$ cat src/pkg/uiifc_pkg.sv
package uiifc_pkg;

    // ------------------------------------------------------------
    // register offsets (byte addresses, one word each)
    // ------------------------------------------------------------
    localparam logic [4:0] OFS_INTERRUPT_IDENTITY = 5'h08;
    localparam logic [4:0] OFS_FIFO_SETUP = 5'h0C;
    localparam logic [4:0] OFS_EVENT_STATUS = 5'h10;
    localparam logic [4:0] OFS_EVENT_MASK = 5'h14;
    localparam logic [4:0] OFS_FIFO_LEVELS = 5'h18;

    // ------------------------------------------------------------
    // field positions and reset values
    // ------------------------------------------------------------
    localparam int MODE_HI = 7;
    localparam int MODE_LO = 6;
    localparam int TRIG_HI = 7;
    localparam int TRIG_LO = 6;
    localparam int DMA_EN_BIT = 3;
    localparam int TX_FLUSH_BIT = 2;
    localparam int RX_FLUSH_BIT = 1;
    localparam logic [1:0] MODE_FIFO_ON = 2'h3;
    localparam logic [3:0] ID_RESET = 4'h1;
    localparam logic [1:0] TRIG_RESET = 2'h3;
    localparam logic DMA_EN_RESET = 1'b1;

    // ------------------------------------------------------------
    // identification codes
    // ------------------------------------------------------------
    localparam logic [3:0] ID_NONE = 4'h1;
    localparam logic [3:0] ID_LINE = 4'h6;
    localparam logic [3:0] ID_RXDATA = 4'h4;
    localparam logic [3:0] ID_TIMEOUT = 4'hC;
    localparam logic [3:0] ID_THRE = 4'h2;
    localparam logic [3:0] ID_MODEM = 4'h0;

    // trigger levels for codes 00..11
    localparam logic [4:0] TRIG_L0 = 5'h01;
    localparam logic [4:0] TRIG_L1 = 5'h04;
    localparam logic [4:0] TRIG_L2 = 5'h08;
    localparam logic [4:0] TRIG_L3 = 5'h0E;

    // event bits in status/mask
    localparam int EV_LINE = 0;
    localparam int EV_RXDATA = 1;
    localparam int EV_TIMEOUT = 2;
    localparam int EV_THRE = 3;
    localparam int EV_MODEM = 4;
    localparam int EV_W = 5;

    // four character times
    localparam int CHAR_TIMES = 4;

    typedef struct packed {
        logic line_err;
        logic thr_empty;
        logic modem_chg;
        logic char_tick;
    } uiifc_cond_type;

    typedef struct packed {
        logic lsr_rd;
        logic rbr_rd;
        logic thr_wr;
        logic msr_rd;
    } uiifc_strobe_type;

endpackage : uiifc_pkg

$ cat src/rtl/uiifc_ctrl.sv
// What this block does
// - identity bits 7:6 always read 11, fixed
// - id field resets to 0001; line error pending gives 0110, top priority
// - line status read clears pending line status interrupt
// - data available gives 0100; cleared by buffer read or level below trigger
// - four idle char times with data gives 1100; buffer read clears
// - holding empty gives 0010; cleared by identity read showing 0010 or holding write
// - modem change gives 0000, lowest; cleared by modem status read
// - identity writes ignored; bits 5:4 read zero
// - trigger field codes 00..11 select 1,4,8,14 bytes; 14 after reset
// - tx flush bit discards tx fifo and its count, shifter kept
// - rx flush bit discards rx fifo and its count, shifter kept
module uiifc_ctrl
    import uiifc_pkg::*;
#(
    parameter int LEVEL_W = 5
) (
    input wire logic mclk_i,
    input wire logic rst_n_i,
    input wire logic [4:0] avs_address_i,
    input wire logic avs_read_i,
    input wire logic avs_write_i,
    input wire logic [31:0] avs_writedata_i,
    input wire logic [3:0] avs_byteenable_i,
    output logic [31:0] avs_readdata_o,
    output logic avs_waitrequest_o,
    input wire uiifc_cond_type cond_i,
    input wire uiifc_strobe_type strobe_i,
    input wire logic [LEVEL_W-1:0] rx_level_i,
    output logic tx_flush_o,
    output logic rx_flush_o,
    output logic dma_ready_signal_enable_o,
    output logic irq_o
);

    // ------------------------------------------------------------
    // reset release
    // ------------------------------------------------------------
    logic [1:0] rst_sync;
    logic rst_n;

    always_ff @(posedge mclk_i or negedge rst_n_i) begin
        if (!rst_n_i) begin
            rst_sync <= 2'h0;
        end else begin
            rst_sync <= {rst_sync[0], 1'b1};
        end
    end
    assign rst_n = rst_sync[1];

    function automatic logic [4:0] trig_bytes(input logic [1:0] code);
        unique case (code)
            2'h0: trig_bytes = TRIG_L0;
            2'h1: trig_bytes = TRIG_L1;
            2'h2: trig_bytes = TRIG_L2;
            2'h3: trig_bytes = TRIG_L3;
        endcase
    endfunction : trig_bytes

    // ------------------------------------------------------------
    // bus decode: one wait state, answer on second cycle
    // ------------------------------------------------------------
    logic busy;
    logic acc_rd;
    logic acc_wr;
    logic [1:0] receive_trigger_level;
    logic dma_en;
    logic [3:0] cur_id;
    logic [EV_W-1:0] status;
    logic [EV_W-1:0] mask;
    logic [EV_W-1:0] pend;
    logic [LEVEL_W-1:0] lvl;
    logic [4:0] trig;
    logic at_trig;

    // reads are taken on the first edge so data stands when wait drops
    assign acc_rd = avs_read_i && !busy;
    assign acc_wr = avs_write_i && busy && avs_byteenable_i[0];
    assign lvl = rx_level_i;
    assign trig = trig_bytes(receive_trigger_level);
    assign at_trig = 5'(lvl) >= trig;

    always_ff @(posedge mclk_i or negedge rst_n) begin
        if (!rst_n) begin
            busy <= 1'b0;
            avs_waitrequest_o <= 1'b1;
        end else begin
            busy <= (avs_read_i || avs_write_i) && !busy;
            avs_waitrequest_o <= !((avs_read_i || avs_write_i) && !busy);
        end
    end

    // ------------------------------------------------------------
    // fifo setup
    // ------------------------------------------------------------
    always_ff @(posedge mclk_i or negedge rst_n) begin
        if (!rst_n) begin
            receive_trigger_level <= TRIG_RESET;
            dma_en <= DMA_EN_RESET;
            tx_flush_o <= 1'b0;
            rx_flush_o <= 1'b0;
        end else begin
            tx_flush_o <= 1'b0;
            rx_flush_o <= 1'b0;
            if (acc_wr && avs_address_i == OFS_FIFO_SETUP) begin
                receive_trigger_level <= avs_writedata_i[TRIG_HI:TRIG_LO];
                dma_en <= avs_writedata_i[DMA_EN_BIT];
                tx_flush_o <= avs_writedata_i[TX_FLUSH_BIT];
                rx_flush_o <= avs_writedata_i[RX_FLUSH_BIT];
            end
        end
    end

    always_ff @(posedge mclk_i or negedge rst_n) begin
        if (!rst_n) begin
            dma_ready_signal_enable_o <= DMA_EN_RESET;
        end else begin
            dma_ready_signal_enable_o <= dma_en;
        end
    end

    // ------------------------------------------------------------
    // character timeout
    // ------------------------------------------------------------
    logic [2:0] idle_chars;
    logic tmo_set;

    always_ff @(posedge mclk_i or negedge rst_n) begin
        if (!rst_n) begin
            idle_chars <= 3'h0;
        end else if (strobe_i.rbr_rd || lvl == '0 || rx_flush_o) begin
            idle_chars <= 3'h0;
        end else if (cond_i.char_tick && idle_chars != 3'(CHAR_TIMES)) begin
            idle_chars <= idle_chars + 3'h1;
        end
    end
    assign tmo_set = cond_i.char_tick && lvl != '0 && !strobe_i.rbr_rd
        && idle_chars == 3'(CHAR_TIMES - 1);

    // ------------------------------------------------------------
    // pending interrupt sources
    // ------------------------------------------------------------
    logic id_rd;
    logic thre_d;
    assign id_rd = acc_rd && avs_address_i == OFS_INTERRUPT_IDENTITY;

    always_ff @(posedge mclk_i or negedge rst_n) begin
        if (!rst_n) begin
            pend <= '0;
            thre_d <= 1'b0;
        end else begin
            thre_d <= cond_i.thr_empty;
            // line status: set wins over the read clear
            if (cond_i.line_err) begin
                pend[EV_LINE] <= 1'b1;
            end else if (strobe_i.lsr_rd) begin
                pend[EV_LINE] <= 1'b0;
            end
            pend[EV_RXDATA] <= at_trig && !strobe_i.rbr_rd;
            if (tmo_set) begin
                pend[EV_TIMEOUT] <= 1'b1;
            end else if (strobe_i.rbr_rd || lvl == '0) begin
                pend[EV_TIMEOUT] <= 1'b0;
            end
            if (cond_i.thr_empty && !thre_d) begin
                pend[EV_THRE] <= 1'b1;
            end else if ((id_rd && cur_id == ID_THRE) || strobe_i.thr_wr) begin
                pend[EV_THRE] <= 1'b0;
            end
            if (cond_i.modem_chg) begin
                pend[EV_MODEM] <= 1'b1;
            end else if (strobe_i.msr_rd) begin
                pend[EV_MODEM] <= 1'b0;
            end
        end
    end

    // ------------------------------------------------------------
    // priority encoder, gated by mask
    // ------------------------------------------------------------
    logic [EV_W-1:0] live;
    logic [3:0] next_id;
    assign live = pend & mask;

    always_comb begin
        next_id = ID_NONE;
        if (live[EV_LINE]) begin
            next_id = ID_LINE;
        end else if (live[EV_RXDATA]) begin
            next_id = ID_RXDATA;
        end else if (live[EV_TIMEOUT]) begin
            next_id = ID_TIMEOUT;
        end else if (live[EV_THRE]) begin
            next_id = ID_THRE;
        end else if (live[EV_MODEM]) begin
            next_id = ID_MODEM;
        end
    end

    always_ff @(posedge mclk_i or negedge rst_n) begin
        if (!rst_n) begin
            cur_id <= ID_RESET;
        end else begin
            cur_id <= next_id;
        end
    end

    // ------------------------------------------------------------
    // sticky event status, mask, interrupt
    // ------------------------------------------------------------
    logic st_wr;
    logic [EV_W-1:0] rise;
    logic [EV_W-1:0] pend_d;
    assign st_wr = acc_wr && avs_address_i == OFS_EVENT_STATUS;
    assign rise = pend & ~pend_d;

    always_ff @(posedge mclk_i or negedge rst_n) begin
        if (!rst_n) begin
            pend_d <= '0;
            status <= '0;
        end else begin
            pend_d <= pend;
            status <= (status & ~(st_wr ? avs_writedata_i[EV_W-1:0] : '0))
                | rise;
        end
    end

    always_ff @(posedge mclk_i or negedge rst_n) begin
        if (!rst_n) begin
            mask <= '0;
        end else if (acc_wr && avs_address_i == OFS_EVENT_MASK) begin
            mask <= avs_writedata_i[EV_W-1:0];
        end
    end

    always_ff @(posedge mclk_i or negedge rst_n) begin
        if (!rst_n) begin
            irq_o <= 1'b0;
        end else begin
            irq_o <= |(status & mask);
        end
    end

    // ------------------------------------------------------------
    // read data; identity writes fall through unmapped
    // ------------------------------------------------------------
    always_ff @(posedge mclk_i or negedge rst_n) begin
        if (!rst_n) begin
            avs_readdata_o <= '0;
        end else if (acc_rd) begin
            unique case (avs_address_i)
                OFS_INTERRUPT_IDENTITY:
                    avs_readdata_o <= {24'h0, MODE_FIFO_ON, 2'h0, cur_id};
                OFS_EVENT_STATUS: avs_readdata_o <= 32'(status);
                OFS_EVENT_MASK: avs_readdata_o <= 32'(mask);
                OFS_FIFO_LEVELS:
                    avs_readdata_o <= {16'h0, 3'h0, trig, 3'h0, 5'(lvl)};
                default: avs_readdata_o <= 32'h0;
            endcase
        end
    end

    // ------------------------------------------------------------
    // checks
    // ------------------------------------------------------------
    property p_mode_bits;
        @(posedge mclk_i) disable iff (!rst_n)
        (acc_rd && avs_address_i == OFS_INTERRUPT_IDENTITY) |=>
            avs_readdata_o[7:4] == 4'hC;
    endproperty
    a_mode_bits: assert property (p_mode_bits)
        else $error("mode bits bad");

    property p_line_top;
        @(posedge mclk_i) disable iff (!rst_n)
        live[EV_LINE] |=> cur_id == ID_LINE;
    endproperty
    a_line_top: assert property (p_line_top) else $error("line not top");

    property p_line_clr;
        @(posedge mclk_i) disable iff (!rst_n)
        (strobe_i.lsr_rd && !cond_i.line_err) |=> !pend[EV_LINE];
    endproperty
    a_line_clr: assert property (p_line_clr)
        else $error("line not cleared");

    property p_rxdata;
        @(posedge mclk_i) disable iff (!rst_n)
        (at_trig && !strobe_i.rbr_rd) |=> pend[EV_RXDATA];
    endproperty
    a_rxdata: assert property (p_rxdata) else $error("rx data lost");

    property p_tmo_clr;
        @(posedge mclk_i) disable iff (!rst_n)
        (strobe_i.rbr_rd && !tmo_set) |=> !pend[EV_TIMEOUT];
    endproperty
    a_tmo_clr: assert property (p_tmo_clr) else $error("timeout stuck");

    property p_thre_clr;
        @(posedge mclk_i) disable iff (!rst_n)
        (strobe_i.thr_wr && !(cond_i.thr_empty && !thre_d)) |=>
            !pend[EV_THRE];
    endproperty
    a_thre_clr: assert property (p_thre_clr) else $error("thre stuck");

    property p_modem_id;
        @(posedge mclk_i) disable iff (!rst_n)
        (live == (EV_W'(1) << EV_MODEM)) |=> cur_id == ID_MODEM;
    endproperty
    a_modem_id: assert property (p_modem_id) else $error("modem id");

    property p_flush;
        @(posedge mclk_i) disable iff (!rst_n)
        (acc_wr && avs_address_i == OFS_FIFO_SETUP) |=>
            rx_flush_o == $past(avs_writedata_i[RX_FLUSH_BIT]) ##1 !rx_flush_o;
    endproperty
    a_flush: assert property (p_flush) else $error("rx flush");

    property p_tmo_set;
        @(posedge mclk_i) disable iff (!rst_n)
        tmo_set |=> pend[EV_TIMEOUT];
    endproperty
    a_tmo_set: assert property (p_tmo_set)
        else $error("timeout lost");

    property p_rxdata_clr;
        @(posedge mclk_i) disable iff (!rst_n)
        !at_trig |=> !pend[EV_RXDATA];
    endproperty
    a_rxdata_clr: assert property (p_rxdata_clr)
        else $error("rx data stuck");

    property p_thre_id;
        @(posedge mclk_i) disable iff (!rst_n)
        (id_rd && cur_id == ID_THRE && !(cond_i.thr_empty && !thre_d)) |=>
            !pend[EV_THRE];
    endproperty
    a_thre_id: assert property (p_thre_id)
        else $error("thre not cleared by identity read");

    property p_trig_sel;
        @(posedge mclk_i) disable iff (!rst_n)
        (acc_wr && avs_address_i == OFS_FIFO_SETUP
            && avs_writedata_i[TRIG_HI:TRIG_LO] == 2'h0) |=> trig == TRIG_L0;
    endproperty
    a_trig_sel: assert property (p_trig_sel)
        else $error("trigger level select");

endmodule : uiifc_ctrl

$ cat config.mk
export PLATFORM = sky130hd
export DESIGN_NAME = uiifc_ctrl
export DESIGN_NICKNAME = d
export VERILOG_FILES = /design/src/pkg/uiifc_pkg.sv /design/src/rtl/uiifc_ctrl.sv
export SDC_FILE = /design/constraint.sdc
export NUM_CORES = 1
export LEC_CHECK = 0
export ABC_CLOCK_PERIOD_IN_PS = 1800
export CAP_MARGIN = 30
export CORE_MARGIN = 1
export CORE_UTILIZATION = 60
export CTS_CLUSTER_DIAMETER = 80
export CTS_CLUSTER_SIZE = 20
export DETAILED_ROUTE_END_ITERATION = 12
export DONT_BUFFER_PORTS = 1
export MAX_ROUTING_LAYER = met4
export PLACE_DENSITY = 0.76
export SLEW_MARGIN = 20
export SYNTH_ARGS = -nofsm -noshare
export SYNTH_HDL_FRONTEND = slang
export SYNTH_SLANG_ARGS = --single-unit
$ cat constraint.sdc
create_clock -name mclk_i -period 1.8 [get_ports mclk_i]
set_input_delay 0.09 -clock mclk_i [delete_from_list [all_inputs] [get_ports mclk_i]]
set_output_delay 0.09 -clock mclk_i [all_outputs]
set_load 0.03 [all_outputs]
==> results.sh <==
export IMPL_status="finished, final reports clean"
export IMPL_synth_ff_type="dfrtp_1"
export IMPL_slew_viol_final=0
export IMPL_ant_nets=0
export IMPL_cts_root_buf="clkbuf_8"
export IMPL_maxSlewHeadroom_pct=63.0
export IMPL_layout_commonest_cell="dfrtp_1"
export IMPL_syn_avg_cell_area_um2=10.1
export IMPL_num_antenna_cells=0
export IMPL_ir_drop_mv=0.571
export IMPL_die_h_um=64.1
export IMPL_worst_pin_slew_ps=556
export IMPL_max_cap_violations=0
export IMPL_syn2layout_area_growth_pct=14.2
export IMPL_yosys_warnings=0
export IMPL_initial_core_util_pct=62.7
export IMPL_numPortBuffers=0
export IMPL_power_frac_clock_pct=29.4
export IMPL_hpwl_um=3030
export IMPL_async_flop_share_pct=100
export IMPL_regArea_mm2=0.00123
export IMPL_rsz0062_at_grt="no"
export IMPL_wl_um=4270
export IMPL_cp_slowest_stage_delay_ps=540
export IMPL_io_pins=95
export IMPL_cts_path_max_buffers=2
export IMPL_synth_edf_count=0
export IMPL_startpoint_type="flop"
export IMPL_first_iter_violations=143
export IMPL_core_mm2=0.00369
export IMPL_clock_fmax_mhz=594
export IMPL_finalCritPeriodShare_pct=93.5
export IMPL_hold_class="primary input to flop"
export IMPL_cts_buffers=5
export IMPL_grt_overflow=0
export IMPL_antenna_found_initial=0
export IMPL_leakage_uw=0.00125
export IMPL_p_int_uw=1630
export IMPL_power_frac_seq_pct=56.9
export IMPL_grt_pass1_wl_um=7040
export IMPL_crit_type="flop to flop"
export IMPL_avgViaCountPerCell=5.34
export IMPL_layout_setup_ws_ps=117
export IMPL_grt_max_degree=29
export IMPL_clock_skew_ps=8.46
export IMPL_final_setup_viol_count=0
export IMPL_crit_chain="nor2_1 > ha_1 > nand2b_1 > a21o_1 > a2111oi_4 > nor3_1"
export IMPL_first_global_vias=1541
export IMPL_die_x_um=64.1
export IMPL_final_min_clock_period_ps=1680
export IMPL_worstSetupEndpointType="flop"
export IMPL_multi_input_area_um2=910
export IMPL_path_clk_slew_ps=80
export IMPL_setup_tns_ps=0
export IMPL_die_area_mm2=0.00410
export IMPL_place_ws_ps=10.4
export IMPL_final_cell_mix="dfrtp_1, nand2_1, conb_1, dlygate4sd3_1, o21ai_0"
export IMPL_postCtsSetupBuffers=0
export IMPL_crit_required_ps=1980
export IMPL_clkSinkCount=49
export IMPL_htree_levels=2
export IMPL_wl_per_cell_um=14.0
export IMPL_gp_congestion=0.813
export IMPL_clk_latency_ps=300
export IMPL_dr_pass1_iters=4
export IMPL_drive_gt1_share_pct=11.3
export IMPL_cts_tree="built"
export IMPL_yosysSeqAreaShare_pct=53.4
export IMPL_num_vias=1629
export IMPL_fillers=295
export IMPL_nets=321
export IMPL_synth_cell_type_count=43
export IMPL_ys_ff_latch=49
export IMPL_hold_viol=0
export IMPL_p_switching_uw=604
export IMPL_grtUsageTotal_pct=23.7
export IMPL_switching_share_pct=27.1
export IMPL_rows=22
export IMPL_drcViolationCount=0
export IMPL_path_delay_family="flip-flops"
export IMPL_arrival_ps=1870
export IMPL_cp_slowest_cell="dfstp_2"
export IMPL_cp_num_buf_inv=0
export IMPL_cp_max_fo=3
export IMPL_p_per_area_mw_per_mm2=845
export IMPL_synth_area_mm2=0.00231
export IMPL_netlist_instances=229
export IMPL_pwr_share_comb_pct=13.7
layer usage:
layer	GRT usage (%)	share of wire (%)	vias up
li1	-	-	781
met1	29.3	43	776
met2	35.9	46	62
met3	8.75	8.3	10
met4	7.95	2.0	0
met5	-	0	-
final cells by class:
type | count | share of cell area (%)
sequential | 49 | 46.8
tap | 48 | 2.27
multi-input combinational | 153 | 34.5
timing repair buffer | 27 | 10.2
clock buffer | 8 | 3.41
inverter | 20 | 2.84
cell usage after synthesis (2+ instances only):
cell	n	share of area, %
a211oi_1	5	1.6
a21oi_1	8	1.7
a221oi_1	2	0.76
and2_1	3	0.81
and3_1	6	1.6
buf_2	2	0.43
buf_4	22	7.1
clkbuf_1	3	0.49
conb_1	2	0.32
dfrtp_1	43	47
dfstp_2	6	6.8
ha_1	7	3.8
inv_1	20	3.2
mux2_2	2	0.97
nand2_1	29	4.7
nand2b_1	7	1.9
nand3_1	2	0.43
nor2_1	8	1.3
nor3_1	4	0.87
o21ai_0	21	4.5
o21ai_1	4	0.87
o21bai_1	2	0.65
through the flow:
stage                     total power [uW]  instance area (um2)  utilization (%)  instances  hold slack (ps)
after floorplan                       1510                 2390                -        249             -206
after global routing                  2330                 2640             71.6        305             2.43
final                                 2230                 2640             71.6        305             4.74
after CTS                             2230                 2620             71.1        305            0.309
after global placement                1520                 2310             62.7        275             -206
after detailed placement              1530                 2310             62.7        275             -206
state kept, by name (all words and copies together) (netlist names):
name,cells
thre_d,1
irq_o,1
status,5
cur_id,4
receive_trigger_level,2
dma_ready_signal_enable_o,1
rst_sync,2
mask,5
tx_flush_o,1
busy,1
pend_d,5
idle_chars,3
pend,5
dma_en,1
avs_waitrequest_o,1
rx_flush_o,1
avs_readdata_o,10
cells by family (layout without fill, tap and decap cells):
group / count (synthesis) / after routing / share of synthesized area [%]
AO/OA/AOI/OAI: 51 / 51 / 13.5
buffers and inverters: 47 / 55 / 11.3
multiplexers: 2 / 2 / 0.974
other: 2 / 22 / 0.325
adder cells (fa/ha/maj): 7 / 7 / 3.79
AND/OR/NAND/NOR: 70 / 70 / 16.4
flip-flops: 49 / 49 / 53.4
XOR/XNOR: 1 / 1 / 0.379
repair_timing:
action | CTS | global route
gates resized for setup | 1 | 2
hold buffers | 22 | 0
pin swaps | 0 | 1
endpoints found under the setup margin | 1 | 1
hold endpoints to repair | 24 | 0
power by group through the flow:
stage / combinational [uW] / clock [uW] / sequential, uW
detailed placement: 240 / 0 / 1290
floorplan: 226 / 0 / 1280
CTS: 288 / 672 / 1270
global placement: 235 / 0 / 1290
finish: 306 / 655 / 1270
global route: 339 / 713 / 1280
path summary, 6_finish.rpt:
kind,start,endpoint,slack (ps),cells past startpoint
setup / recovery,receive_trigger_level[1]$_DFFE_PN1P_,pend[1]$_DFF_PN0_,120,6
hold / removal,avs_address_i[0],avs_readdata_o[4]$_DFFE_PN0P_,5,2
setup reg to reg,receive_trigger_level[1]$_DFFE_PN1P_,pend[1]$_DFF_PN0_,120,6
hold reg to reg,rst_sync[1]$_DFF_PN0_,pend_d[1]$_DFF_PN0_,210,0
max in group asynchronous,rst_sync[1]$_DFF_PN0_,dma_en$_DFFE_PN1P_,1020,1
min in group asynchronous,rst_n_i,rst_sync[1]$_DFF_PN0_,20,1
No activity file was read; power rests on OpenSTA's default activity.
